===== config.mk =====
export PLATFORM = sky130hd
export DESIGN_NAME = rx_crc_parity_check
export DESIGN_NICKNAME = d
export VERILOG_FILES = /design/src/design/rx_check_pkg.sv /design/src/design/rx_crc_parity_check.sv /design/src/design/rx_crc_unit.sv /design/src/design/rx_byte_packer.sv
export SDC_FILE = /design/constraint.sdc
export NUM_CORES = 1
export LEC_CHECK = 0
export ABC_AREA = 0
export BUFFER_PORTS_ARGS = -buffer_cell sky130_fd_sc_hd__buf_2
export CAP_MARGIN = 40
export CELL_PAD_IN_SITES_DETAIL_PLACEMENT = 1
export CELL_PAD_IN_SITES_GLOBAL_PLACEMENT = 1
export CORE_MARGIN = 4
export CORE_UTILIZATION = 32
export DETAILED_ROUTE_END_ITERATION = 8
export HOLD_SLACK_MARGIN = 0.05
export PLACE_DENSITY_LB_ADDON = 0.1
export SYNTH_ARGS = -nofsm -noshare
export SYNTH_HDL_FRONTEND = slang
export SYNTH_SLANG_ARGS = --single-unit

===== constraint.sdc =====
create_clock -name sys_clk -period 2.2 [get_ports sys_clk]
set_input_delay 0.44 -clock sys_clk [delete_from_list [all_inputs] [get_ports sys_clk]]
set_output_delay 0.44 -clock sys_clk [all_outputs]
set_load 0.02 [all_outputs]

===== src/design/rx_check_pkg.sv =====
// Package: register map, field layouts, seeds and carriers of the receive check block
package rx_check_pkg;

	localparam int ADDR_W = 8;
	localparam int DATA_W = 32;

	// Printed register indices; byte address is four times the index
	localparam logic [7:0] CFG_INDEX = 8'h12;
	localparam logic [7:0] IRQ_STAT_INDEX = 8'h20;
	localparam logic [7:0] IRQ_MASK_INDEX = 8'h21;
	localparam logic [7:0] CTRL_INDEX = 8'h22;
	localparam logic [7:0] STATE_INDEX = 8'h23;
	localparam logic [7:0] CFG_ADDR = {CFG_INDEX[5:0], 2'b00};
	localparam logic [7:0] IRQ_STAT_ADDR = {IRQ_STAT_INDEX[5:0], 2'b00};
	localparam logic [7:0] IRQ_MASK_ADDR = {IRQ_MASK_INDEX[5:0], 2'b00};
	localparam logic [7:0] CTRL_ADDR = {CTRL_INDEX[5:0], 2'b00};
	localparam logic [7:0] STATE_ADDR = {STATE_INDEX[5:0], 2'b00};

	// Configuration word, bit 31 first
	typedef struct packed {
		logic [15:0] custom_seed;
		logic [3:0] rsvd;
		logic parity_odd;
		logic parity_en;
		logic keep_after_coll;
		logic [2:0] bit_align;
		logic [2:0] seed_sel;
		logic crc5;
		logic rx_checksum_inverted;
		logic crc_en;
	} cfg_s;

	localparam logic [31:0] CFG_RESET = 32'h0000_0000;
	localparam logic [31:0] CFG_WRITABLE = 32'hffff_0fff;

	localparam logic [2:0] SEED_SEL_0000 = 3'h0;
	localparam logic [2:0] SEED_SEL_6363 = 3'h1;
	localparam logic [2:0] SEED_SEL_A671 = 3'h2;
	localparam logic [2:0] SEED_SEL_FFFF = 3'h3;
	localparam logic [2:0] SEED_SEL_0012 = 3'h4;
	localparam logic [2:0] SEED_SEL_E012 = 3'h5;
	localparam logic [2:0] SEED_SEL_RFU = 3'h6;
	localparam logic [2:0] SEED_SEL_CUSTOM = 3'h7;

	localparam logic [15:0] SEED_0000 = 16'h0000;
	localparam logic [15:0] SEED_6363 = 16'h6363;
	localparam logic [15:0] SEED_A671 = 16'ha671;
	localparam logic [15:0] SEED_FFFF = 16'hffff;
	localparam logic [15:0] SEED_0012 = 16'h0012;
	localparam logic [15:0] SEED_E012 = 16'he012;

	localparam logic [15:0] CRC16_POLY_REFL = 16'h8408;
	localparam logic [4:0] CRC5_POLY_REFL = 5'h12;
	localparam logic [15:0] CRC16_RESIDUE = 16'h0000;
	localparam logic [15:0] CRC16_INV_RESIDUE = 16'hf0b8;
	localparam logic [4:0] CRC5_RESIDUE = 5'h00;
	localparam logic [4:0] CRC5_INV_RESIDUE = 5'h00;

	localparam int IRQ_W = 4;
	localparam int IRQ_FRAME_DONE = 0;
	localparam int IRQ_INTEGRITY = 1;
	localparam int IRQ_COLLISION = 2;
	localparam int IRQ_MODE_LOADED = 3;
	localparam logic [IRQ_W-1:0] IRQ_RESET = 4'h0;

	typedef enum logic [1:0] {
		MD_ISO_A = 2'b00,
		MD_ISO_B = 2'b01,
		MD_JIS_212 = 2'b10,
		MD_JIS_424 = 2'b11
	} md_mode_e;

	typedef enum logic [1:0] {
		FR_IDLE = 2'b00,
		FR_RECV = 2'b01
	} frame_e;

	typedef struct packed {
		logic valid;
		logic data;
		logic coll;
	} rx_bit_s;

	typedef struct packed {
		logic valid;
		logic [7:0] data;
		logic [2:0] last_bits;
		logic last;
	} rx_byte_s;

	localparam rx_byte_s RX_BYTE_IDLE = '{valid: 1'b0, data: 8'h00, last_bits: 3'h0, last: 1'b0};

	function automatic logic [15:0] seed_lookup(input logic [2:0] sel, input logic [15:0] custom);
		case (sel)
			SEED_SEL_0000: seed_lookup = SEED_0000;
			SEED_SEL_6363: seed_lookup = SEED_6363;
			SEED_SEL_A671: seed_lookup = SEED_A671;
			SEED_SEL_FFFF: seed_lookup = SEED_FFFF;
			SEED_SEL_0012: seed_lookup = SEED_0012;
			SEED_SEL_E012: seed_lookup = SEED_E012;
			SEED_SEL_CUSTOM: seed_lookup = custom;
			default: seed_lookup = SEED_0000;
		endcase
	endfunction : seed_lookup

endpackage : rx_check_pkg


===== src/design/rx_crc_parity_check.sv =====
// Receive CRC and parity check with its configuration register and interrupt logic
//
// Contract
// - A 16-bit software custom CRC seed is held, used for seed selection 111b.
// - Parity type 0 checks even parity, 1 checks odd parity.
// - Parity enabled: one parity bit per byte, stripped, checked, error flagged, reception continues.
// - Auto detection of type A sets parity enable and parity type.
// - Bits after a collision are cleared at option 0, kept at option 1.
// - Alignment field places the first received bit; later bits follow in sequence.
// - Seed selection maps to 0000h,6363h,A671h,FFFFh,0012h,E012h,reserved,custom seed.
// - With the 5-bit CRC only the seed's low byte initialises it.
// - Detector loads seed selection 001b for A, 011b for B, 000b for JIS.
// - CRC length bit: 0 selects 16-bit CRC (reset), 1 selects 5-bit.
// - Inversion bit 1 expects residue F0B8h with the 16-bit CRC (00h with the 5-bit CRC); 0 compares uninverted.
// - Detector clears inversion bit for A and JIS, sets it for B.
// - CRC enable set checks each frame's CRC; clear means no check.
// - Detector sets CRC enable for type B or JIS at 212 or 424 kbit/s.
// - Bits 15 to 12 of the configuration are read-only zero.
// - Parity or CRC mismatch sets the integrity-error flag.
// - The integrity-error flag clears when the next reception starts.
`timescale 1ns/100ps
module rx_crc_parity_check (
	input wire logic sys_clk,
	input wire logic srst,
	input wire logic [rx_check_pkg::ADDR_W-1:0] reg_addr,
	input wire logic [rx_check_pkg::DATA_W-1:0] reg_wdata,
	input wire logic reg_wr,
	input wire logic reg_rd,
	output logic [rx_check_pkg::DATA_W-1:0] reg_rdata,
	input wire logic rx_start,
	input wire logic rx_end,
	input wire rx_check_pkg::rx_bit_s rx_bit,
	input wire logic md_valid,
	input wire rx_check_pkg::md_mode_e md_mode,
	output rx_check_pkg::rx_byte_s rx_byte,
	output logic integrity_error,
	output logic crc_error,
	output logic irq
);
	import rx_check_pkg::*;

	typedef struct packed {
		cfg_s cfg;
		cfg_s snap;
		logic auto_detect_en;
		logic [IRQ_W-1:0] irq_stat;
		logic [IRQ_W-1:0] irq_mask;
		logic [DATA_W-1:0] rdata;
		frame_e frame;
		logic coll_seen;
		logic integrity;
		logic crc_err;
		logic par_err_seen;
	} top_state_s;

	top_state_s st_r;
	top_state_s st_nxt;

	logic [15:0] crc_value;
	logic [15:0] seed_value;
	logic frame_bit;
	logic bit_step;
	logic bit_kept;
	logic par_err;
	logic crc_mismatch;
	logic [IRQ_W-1:0] irq_event;
	logic [IRQ_W-1:0] w1c_mask;
	logic wr_cfg;
	logic rd_hit;
	logic [DATA_W-1:0] rd_value;

	// Seed is resolved from the live configuration so the init at start sees fresh values
	assign seed_value = seed_lookup(st_r.cfg.seed_sel, st_r.cfg.custom_seed);

	assign bit_step = rx_bit.valid && (st_r.frame == FR_RECV);

	// Only bits after the first collision are affected; the colliding bit itself is kept
	assign bit_kept = (st_r.coll_seen && !st_r.snap.keep_after_coll) ? 1'b0 : rx_bit.data;
	assign frame_bit = bit_kept;

	rx_crc_unit u_crc (
		.sys_clk(sys_clk),
		.srst(srst),
		.init(rx_start),
		.seed(seed_value),
		.crc5(st_r.cfg.crc5),
		.step(bit_step && !crc_bit_is_parity()),
		.din(frame_bit),
		.crc(crc_value)
	);

	rx_byte_packer u_pack (
		.sys_clk(sys_clk),
		.srst(srst),
		.start(rx_start),
		.align(st_r.cfg.bit_align),
		.parity_en(st_r.snap.parity_en),
		.parity_odd(st_r.snap.parity_odd),
		.bit_valid(bit_step),
		.bit_data(frame_bit),
		.flush(rx_end && (st_r.frame == FR_RECV)),
		.byte_out(rx_byte),
		.parity_err(par_err)
	);

	// Mirror of the packer's parity slot so the CRC skips parity bits
	typedef struct packed {
		logic [2:0] pos;
		logic expect_par;
	} slot_s;

	slot_s slot_r;
	slot_s slot_nxt;

	function automatic logic crc_bit_is_parity();
		crc_bit_is_parity = slot_r.expect_par;
	endfunction : crc_bit_is_parity

	always_comb begin
		slot_nxt = slot_r;
		if (rx_start) begin
			slot_nxt.pos = st_r.cfg.bit_align;
			slot_nxt.expect_par = 1'b0;
		end else if (bit_step) begin
			if (slot_r.expect_par) begin
				slot_nxt.expect_par = 1'b0;
			end else if (slot_r.pos == 3'h7) begin
				slot_nxt.pos = 3'h0;
				slot_nxt.expect_par = st_r.snap.parity_en;
			end else begin
				slot_nxt.pos = slot_r.pos + 3'h1;
			end
		end
	end

	always_ff @(posedge sys_clk) begin
		if (srst) begin
			slot_r <= '0;
		end else begin
			slot_r <= slot_nxt;
		end
	end

	// Residue check; the 5-bit CRC compares only its own width
	always_comb begin
		if (st_r.snap.crc5) begin
			crc_mismatch = crc_value[4:0] !=
				(st_r.snap.rx_checksum_inverted ? CRC5_INV_RESIDUE : CRC5_RESIDUE);
		end else begin
			crc_mismatch = crc_value !=
				(st_r.snap.rx_checksum_inverted ? CRC16_INV_RESIDUE : CRC16_RESIDUE);
		end
	end

	assign wr_cfg = reg_wr && (reg_addr == CFG_ADDR);

	always_comb begin
		rd_hit = 1'b1;
		case (reg_addr)
			CFG_ADDR: rd_value = st_r.cfg & CFG_WRITABLE;
			IRQ_STAT_ADDR: rd_value = {{(DATA_W-IRQ_W){1'b0}}, st_r.irq_stat};
			IRQ_MASK_ADDR: rd_value = {{(DATA_W-IRQ_W){1'b0}}, st_r.irq_mask};
			CTRL_ADDR: rd_value = {31'h0000_0000, st_r.auto_detect_en};
			STATE_ADDR: rd_value = {crc_value, 11'h000, st_r.frame == FR_RECV, st_r.coll_seen,
				st_r.par_err_seen, st_r.crc_err, st_r.integrity};
			default: begin
				rd_hit = 1'b0;
				rd_value = 32'h0000_0000;
			end
		endcase
	end

	always_comb begin
		st_nxt = st_r;
		irq_event = '0;
		w1c_mask = '0;

		// Read data stands only in the cycle after the strobe; unmapped reads return zero
		st_nxt.rdata = (reg_rd && rd_hit) ? rd_value : 32'h0000_0000;

		if (wr_cfg) begin
			st_nxt.cfg = cfg_s'(reg_wdata & CFG_WRITABLE);
		end
		if (reg_wr && (reg_addr == IRQ_MASK_ADDR)) begin
			st_nxt.irq_mask = reg_wdata[IRQ_W-1:0];
		end
		if (reg_wr && (reg_addr == CTRL_ADDR)) begin
			st_nxt.auto_detect_en = reg_wdata[0];
		end
		if (reg_wr && (reg_addr == IRQ_STAT_ADDR)) begin
			w1c_mask = reg_wdata[IRQ_W-1:0];
		end

		// Detector results win over a software write in the same cycle
		if (md_valid && st_r.auto_detect_en) begin
			irq_event[IRQ_MODE_LOADED] = 1'b1;
			case (md_mode)
				MD_ISO_A: begin
					st_nxt.cfg.parity_en = 1'b1;
					st_nxt.cfg.parity_odd = 1'b1;
					st_nxt.cfg.seed_sel = SEED_SEL_6363;
					st_nxt.cfg.rx_checksum_inverted = 1'b0;
				end
				MD_ISO_B: begin
					st_nxt.cfg.seed_sel = SEED_SEL_FFFF;
					st_nxt.cfg.rx_checksum_inverted = 1'b1;
					st_nxt.cfg.crc_en = 1'b1;
				end
				MD_JIS_212, MD_JIS_424: begin
					st_nxt.cfg.seed_sel = SEED_SEL_0000;
					st_nxt.cfg.rx_checksum_inverted = 1'b0;
					st_nxt.cfg.crc_en = 1'b1;
				end
				default: begin
					st_nxt.cfg = st_nxt.cfg;
				end
			endcase
		end

		case (st_r.frame)
			FR_IDLE: begin
				if (rx_start) begin
					st_nxt.frame = FR_RECV;
				end
			end
			FR_RECV: begin
				if (rx_bit.valid && rx_bit.coll && !st_r.coll_seen) begin
					st_nxt.coll_seen = 1'b1;
					irq_event[IRQ_COLLISION] = 1'b1;
				end
				if (rx_end) begin
					st_nxt.frame = FR_IDLE;
					irq_event[IRQ_FRAME_DONE] = 1'b1;
				end
			end
			default: begin
				st_nxt.frame = FR_IDLE;
			end
		endcase

		// A new reception snapshots the configuration and drops last frame's errors
		if (rx_start) begin
			st_nxt.snap = st_r.cfg;
			st_nxt.coll_seen = 1'b0;
			st_nxt.integrity = 1'b0;
			st_nxt.crc_err = 1'b0;
			st_nxt.par_err_seen = 1'b0;
		end

		// Error sets are applied last so they win over the clear at start
		if (par_err) begin
			st_nxt.par_err_seen = 1'b1;
			st_nxt.integrity = 1'b1;
		end
		if (rx_end && (st_r.frame == FR_RECV) && st_r.snap.crc_en && crc_mismatch) begin
			st_nxt.crc_err = 1'b1;
			st_nxt.integrity = 1'b1;
		end
		if (st_nxt.integrity && !st_r.integrity) begin
			irq_event[IRQ_INTEGRITY] = 1'b1;
		end

		st_nxt.irq_stat = (st_r.irq_stat & ~w1c_mask) | irq_event;
	end

	always_ff @(posedge sys_clk) begin
		if (srst) begin
			st_r.cfg <= cfg_s'(CFG_RESET);
			st_r.snap <= cfg_s'(CFG_RESET);
			st_r.auto_detect_en <= 1'b0;
			st_r.irq_stat <= IRQ_RESET;
			st_r.irq_mask <= IRQ_RESET;
			st_r.rdata <= 32'h0000_0000;
			st_r.frame <= FR_IDLE;
			st_r.coll_seen <= 1'b0;
			st_r.integrity <= 1'b0;
			st_r.crc_err <= 1'b0;
			st_r.par_err_seen <= 1'b0;
		end else begin
			st_r <= st_nxt;
		end
	end

	assign reg_rdata = st_r.rdata;
	assign integrity_error = st_r.integrity;
	assign crc_error = st_r.crc_err;
	assign irq = |(st_r.irq_stat & st_r.irq_mask);

endmodule : rx_crc_parity_check


===== src/design/rx_crc_unit.sv =====
// Bitwise receive CRC register, 16-bit or 5-bit, least significant bit first
`timescale 1ns/100ps
module rx_crc_unit (
	input wire logic sys_clk,
	input wire logic srst,
	input wire logic init,
	input wire logic [15:0] seed,
	input wire logic crc5,
	input wire logic step,
	input wire logic din,
	output logic [15:0] crc
);
	import rx_check_pkg::*;

	typedef struct packed {
		logic [15:0] crc;
	} crc_state_s;

	crc_state_s st_r;
	crc_state_s st_nxt;

	function automatic logic [15:0] crc16_step(input logic [15:0] c, input logic d);
		crc16_step = (c >> 1) ^ ((c[0] ^ d) ? CRC16_POLY_REFL : 16'h0000);
	endfunction : crc16_step

	function automatic logic [4:0] crc5_step(input logic [4:0] c, input logic d);
		crc5_step = (c >> 1) ^ ((c[0] ^ d) ? CRC5_POLY_REFL : 5'h00);
	endfunction : crc5_step

	always_comb begin
		st_nxt = st_r;
		if (init) begin
			st_nxt.crc = crc5 ? {8'h00, seed[7:0]} : seed;
		end else if (step) begin
			if (crc5) begin
				st_nxt.crc = {11'h000, crc5_step(st_r.crc[4:0], din)};
			end else begin
				st_nxt.crc = crc16_step(st_r.crc, din);
			end
		end
	end

	always_ff @(posedge sys_clk) begin
		if (srst) begin
			st_r <= '0;
		end else begin
			st_r <= st_nxt;
		end
	end

	assign crc = st_r.crc;

endmodule : rx_crc_unit


===== src/design/rx_byte_packer.sv =====
// Packs received bits into bytes from the aligned position and checks per-byte parity
`timescale 1ns/100ps
module rx_byte_packer (
	input wire logic sys_clk,
	input wire logic srst,
	input wire logic start,
	input wire logic [2:0] align,
	input wire logic parity_en,
	input wire logic parity_odd,
	input wire logic bit_valid,
	input wire logic bit_data,
	input wire logic flush,
	output rx_check_pkg::rx_byte_s byte_out,
	output logic parity_err
);
	import rx_check_pkg::*;

	typedef struct packed {
		logic [2:0] pos;
		logic [2:0] base;
		logic [7:0] shreg;
		logic expect_par;
		logic par_acc;
		rx_byte_s out;
		logic perr;
	} pack_state_s;

	pack_state_s st_r;
	pack_state_s st_nxt;

	always_comb begin
		st_nxt = st_r;
		st_nxt.out = RX_BYTE_IDLE;
		st_nxt.perr = 1'b0;
		if (start) begin
			st_nxt.pos = align;
			st_nxt.base = align;
			st_nxt.shreg = 8'h00;
			st_nxt.expect_par = 1'b0;
			st_nxt.par_acc = 1'b0;
		end else if (bit_valid) begin
			if (st_r.expect_par) begin
				// Parity bit is consumed here and never reaches the byte stream
				st_nxt.perr = (st_r.par_acc ^ bit_data) != parity_odd;
				st_nxt.expect_par = 1'b0;
				st_nxt.par_acc = 1'b0;
			end else begin
				st_nxt.shreg[st_r.pos] = bit_data;
				st_nxt.par_acc = st_r.par_acc ^ bit_data;
				if (st_r.pos == 3'h7) begin
					st_nxt.out = '{valid: 1'b1, data: st_nxt.shreg, last_bits: 3'h0, last: 1'b0};
					st_nxt.shreg = 8'h00;
					st_nxt.pos = 3'h0;
					st_nxt.base = 3'h0;
					st_nxt.expect_par = parity_en;
				end else begin
					st_nxt.pos = st_r.pos + 3'h1;
				end
			end
		end else if (flush && (st_r.pos != st_r.base)) begin
			// Partial last byte; last_bits counts valid positions from bit 0
			st_nxt.out = '{valid: 1'b1, data: st_r.shreg, last_bits: st_r.pos, last: 1'b1};
			st_nxt.shreg = 8'h00;
			st_nxt.base = st_r.pos;
		end
	end

	always_ff @(posedge sys_clk) begin
		if (srst) begin
			st_r <= '0;
		end else begin
			st_r <= st_nxt;
		end
	end

	assign byte_out = st_r.out;
	assign parity_err = st_r.perr;

endmodule : rx_byte_packer


; ---- After elaboration in Yosys (flattened, before gate mapping)
; Index checks and enable logic that the tools add are counted.
[totals]
reg_bits = 135
latch_bits = 0
ram_bits = 0
rom_bits = 0
in_bits = 52
out_inout_bits = 48
memories = 0
[op_classes]
add_sub_neg = 2
n_mul = 0
div_mod_pow = 0
n_lt_le_gt_ge = 2
n_eq_ne = 27
shift = 0
n_mux = 54
bitwise_logic = 11
reduce_logical = 45
[ops]
columns = cell, count
row1 = $pmux W32 S5, 1
row2 = $mux W16, 7
row3 = $pmux W16 S6, 1
row4 = $mux W13, 4
row5 = $eq A8 B8 Y1 const B, 4
row6 = $mux W32, 1
row7 = $mux W12, 2
row8 = $mux W11, 2
row9 = $logic_and A1 B1 Y1, 17
row10 = $ne A16 B16 Y1, 1
row11 = $xor A15 B16 Y16, 1
row12 = $eq A3 B3 Y1 const B, 5
row13 = $mux W1, 15
row14 = $mux W3, 5
row15 = $mux W14, 1
row16 = $mux W2, 6
row17 = $mux W4, 3
row18 = $reduce_bool A2 Y1, 6
row19 = $ne A2 B2 Y1 const B, 5
row20 = $reduce_and A2 Y1, 5
row21 = $pmux W3 S3, 1
row22 = $and A4 B4 Y4, 2
row23 = $bwmux W8, 1
row24 = $eq A8 B7 Y1 const B, 1
row25 = other kinds (29), 44

; ---- Depth between registers and ports, before layout
[logic_depth]
ltp_word = 9
ltp_mapped = 8
ltp_nobuf = 6

; ---- Cells and area by module
; Synthesis repeated with hierarchy kept, for this count alone.
[hier_totals]
hier_cells = 679
hier_area_um2 = 5863.1
[modules_own_cells]
columns = module, instances, cells_per_inst, area_each_um2
row1 = rx_crc_parity_check, 1, 434, 3574.7
row2 = rx_byte_packer, 1, 141, 1411.4
row3 = rx_crc_unit, 1, 104, 877.1

; ---- Least setup slack after synthesis
; No wires, ideal clock.
[synth_path]
kind = input port to flip-flop
from = input reg_addr[1] in the netlist's numbering
to = register st_r[38] in the netlist's numbering
t_arrival_ns = 1.764
setup_slack_ns = 0.309
cell_stages = 6
path_buffers = 1
cell_sequence = or4_4 > nor3_1 > and3_1 > buf_4 > mux2i_1 > nor2_1
[synth_via]
elab_chain_len = 2
[synth_lines]
columns = item, line
row1 = start: declaration, rx_crc_parity_check.sv:25  ; input wire logic [rx_check_pkg::ADDR_W-1:0] reg_addr,
row2 = $eq A8 B8 Y1, rx_crc_parity_check.sv:184  ; if (reg_wr && (reg_addr == IRQ_MASK_ADDR)) begin
row3 = $logic_and A1 B1 Y1, rx_crc_parity_check.sv:184
row4 = end signal: assignment, rx_crc_parity_check.sv:280  ; st_r <= st_nxt;
row5 = end: declaration, rx_crc_parity_check.sv:56  ; top_state_s st_r;
; Every way passes these cells.
; A chain may end at the register's enable or synchronous reset.

; ---- Final worst setup path
[layout_path]
from = register st_r[3] in the netlist's numbering
to = register u_crc.st_r (netlist bit u_crc.crc[10])
[layout_via]
elab_chain_len = 8
[layout_lines]
columns = item, line
row1 = $logic_and A1 B1 Y1, rx_crc_parity_check.sv:78  ; assign bit_kept = (st_r.coll_seen && !st_r.snap.keep_after_coll) ? 1'b0 : rx_bit.data;
row2 = $mux W1, rx_crc_parity_check.sv:78
row3 = $xor A1 B1 Y1, rx_crc_unit.sv:23  ; crc16_step = (c >> 1) ^ ((c[0] ^ d) ? CRC16_POLY_REFL : 16'h0000);
row4 = $mux W16, rx_crc_unit.sv:23
row5 = $xor A15 B16 Y16, rx_crc_unit.sv:23
row6 = $mux W16, rx_crc_unit.sv:35  ; if (crc5) begin
row7 = $mux W16, rx_crc_unit.sv:34  ; end else if (step) begin
row8 = $mux W16, rx_crc_unit.sv:32  ; if (init) begin
row9 = end signal: assignment, rx_crc_unit.sv:47  ; st_r <= st_nxt;
row10 = end: declaration, rx_crc_unit.sv:19  ; crc_state_s st_r;
; Every way passes these cells. The select of a mux whose other input is x is not followed.

==> reports/metrics.cfg <==
[place]
place_inst = 944
postPlaceCellArea_um2 = 6163
dp_slack_ns = 0.1067
hpwlAfterDp_mm = 12.14
port_buffers = 91
gp_congestion = 0.7788

[global_routing]
grt_pass1_wl_mm = 28.14
grt_max_degree = 33
track_usage_pct = 17.62
grt-busiest-layer = met2
met3_usage_pct = 4.206
overflow = 0
antenna_found_initial = 1
use_met1_pct = 23.82
grtUsageMet2_pct = 28.35
grt_pass1_vias = 5281

[power]
swShare_pct = 22.84
pwr-share-seq_pct = 42.4
p_per_area_nw_per_um2 = 816.0
p_clk_share_pct = 51.9
peakVddDrop_uv = 552.9
p_sw_uw = 1260
leakagePower_uw = 0.002794
combPwrFrac_pct = 5.7
p_int_uw = 4258
finalPower_uw = 5519

[sta]
max_slew_margin_pct = 64.41
rsz0062_at_grt = false
tightest_slew_ns = 0.5331
timing.final.ws_setup_ns = 0.3695
finalWorstPathRequiredPeriod_ns = 1.830
period_share_pct = 83.20
skew_ns = 0.01026
slew_viol_final = 0
setup_tns_ns = 0
max_freq_mhz = 546.3
hold_viol_final = 0
setup_viol = 0

[critical_path]
end_kind = flip-flop
crit_path_start = st_r[3]$_SDFFE_PP0P_
arrival_ns = 2.13
crit_type = flip-flop to flip-flop
rr_startpoint = st_r[3]$_SDFFE_PP0P_
cp.required_ns = 2.50
cp_max_fo = 6
start_kind = flip-flop

[cells_and_area]
diodes = 0
syn2layout_area_growth_pct = 19.45
drive_gt1_share_pct = 22.10
final_nets = 794
stdcell_count = 976
final_area_um2 = 6763

[logic_synthesis]
synth_cell_type_count = 57
synth_seq_cells = 126
synth-compound-area-share_pct = 19.38
synth-edff-count = 0
ys.flop_type = dfxtp_1
synthMuxAreaShare_pct = 3.470
synthCells = 679
ys_warn_count = 0
yosys.area_share.simple_pct = 20.69
synthAdderAreaFrac_pct = 0.8840
synth_top_cell_by_area = dfxtp_1
netlist_area_um2 = 5662
syn_area_per_cell_um2 = 8.338
synthDominantCellAreaShare_pct = 44.55
synth_top_family_by_area = simple AND/OR/NAND/NOR gates
yosysSeqAreaShare_pct = 44.55
synthXorXnorAreaFrac_pct = 0.7735
async_flop_share_pct = 0
yosys-top-cells-area = dfxtp_1, nand2_1, buf_4, a21oi_1, nor2_1

[route]
vias = 5026
wl_per_cell_um = 17.47
drt_wl_total_mm = 17.05
dr.pass1.iters = 4
final_antenna_net_count = 0
vias_per_cell = 5.150
drt-initial-drc-count = 285
drc = 0

[floorplan]
fp.dieW_um = 141.0
placementRows = 48
die-area_um2 = 19890
io-pin-count = 100
initial_core_util_pct = 32.73
die_h_um = 141.0
core_um2 = 17300

[cts]
clk_latency_ns = 0.42
cts_sinks = 126
tritoncts = yes
cts_made_buffers = 17
post_cts_buffers = 0
cts-hold-fix-buffers = 0
clk_root_buffer_cell = clkbuf_16
cts.clk_slew.worst_paths_ns = 0.06
cts_resized = 0
htree_num_levels = 4
clockBufferDepth = 2

[run_status]
status = finished, final reports clean

[worst_hold_path]
hp-start = reg_wdata[28]
hold_path_class = primary input to flip-flop

[flow_run]
maxCapViolCount = 0

[power groups by stage]
stage               registers (uW)  logic (uW)  clock network [uW]
floorplan                     2380         189                   0
global placement              2390         307                   0
detailed placement            2390         314                   0
CTS                           2340         316                2930
global route                  2340         349                3040
finish                        2340         313                2860
[cells in the mapped netlist, drive strengths merged (6+ instances only)]
master	instances
dfxtp	126
nand2	98
nor2	74
buf	61
a21oi	56
o21ai	29
clkbuf	27
a22oi	25
and3	19
a31oi	14
mux2i	14
nor3	13
nand3	12
a21o	11
inv	9
a211oi	8
or3	7
o211ai	6
[worst paths after layout]
kind / endpoint / slack (ns) / cells past startpoint
worst max-delay path: u_crc.crc[10]$_SDFFE_PP0P_ / 0.37 / 5
worst min-delay path: st_r[107]$_SDFFE_PP0N_ / 0.26 / 3
worst max register to register: u_crc.crc[10]$_SDFFE_PP0P_ / 0.37 / 5
worst min register to register: u_pack.byte_out[4]$_SDFF_PP0_ / 0.46 / 1
[cell type report]
type | count | area (um2)
Timing Repair Buffer | 125 | 748.2
Clock inverter | 12 | 142.6
Fill cell | 2062 | 10530
Clock buffer | 20 | 456.7
Inverter | 10 | 37.54
Tap cell | 225 | 281.5
Sequential cell | 126 | 2522
Multi-Input combinational cell | 458 | 2574
[per-layer routing]
layer	share of wire, %	vias to the layer above
li1	-	2455
met2	46	123
met3	4.5	20
met4	1.1	2
met1	48	2426
met5	0.041	-
[critical path: stages (launching register included)]
cell and delay (ns):
dfxtp_1 0.39, nor2b_1 0.43, or3_1 0.22, nand2_1 0.11, or3_1 0.34, a31o_2 0.23
[layout by cell type, fill, tap and decap left out, types with 4 or more instances in the layout]
cell,n
dfxtp_1,126
nand2_1,98
buf_2,91
nor2_1,74
a21oi_1,56
buf_4,31
o21ai_0,28
a22oi_1,25
and3_1,19
clkbuf_16,17
mux2i_1,14
a31oi_1,14
nor3_1,13
nand3_1,12
a21o_1,11
inv_1,9
a211oi_1,8
or3_1,7
o211ai_1,6
clkinv_2,6
nand2b_1,5
nor4_1,5
xnor2_1,5
nor3b_1,5
ha_1,4
conb_1,4
[sequential cells by signal (all words and copies together) (netlist names)]
name,flops
u_pack.byte_out,13
u_pack.st_r,16
slot_r,4
crc_error,1
reg_rdata,28
integrity_error,1
u_crc.crc,16
u_pack.parity_err,1
st_r,46
[logic make-up after synthesis]
logic type / Yosys count
muxes: 18
DFF: 126
adders and majority gates: 4
AOI/OAI and AO/OA: 171
buffers and inverters: 98
and+or+nand+nor: 256
xor gates and xnor gates: 5
other: 1
[through the flow]
stage / utilization [%] / hold slack (ns)
CTS: 39.10 / 0.2423
detailed placement: 35.63 / 0.4492
floorplan: - / 0.4359
global placement: 35.63 / 0.4508
global route: 39.10 / 0.2613
finish: 39.10 / 0.2630
Power figures use the tool's default switching activity.
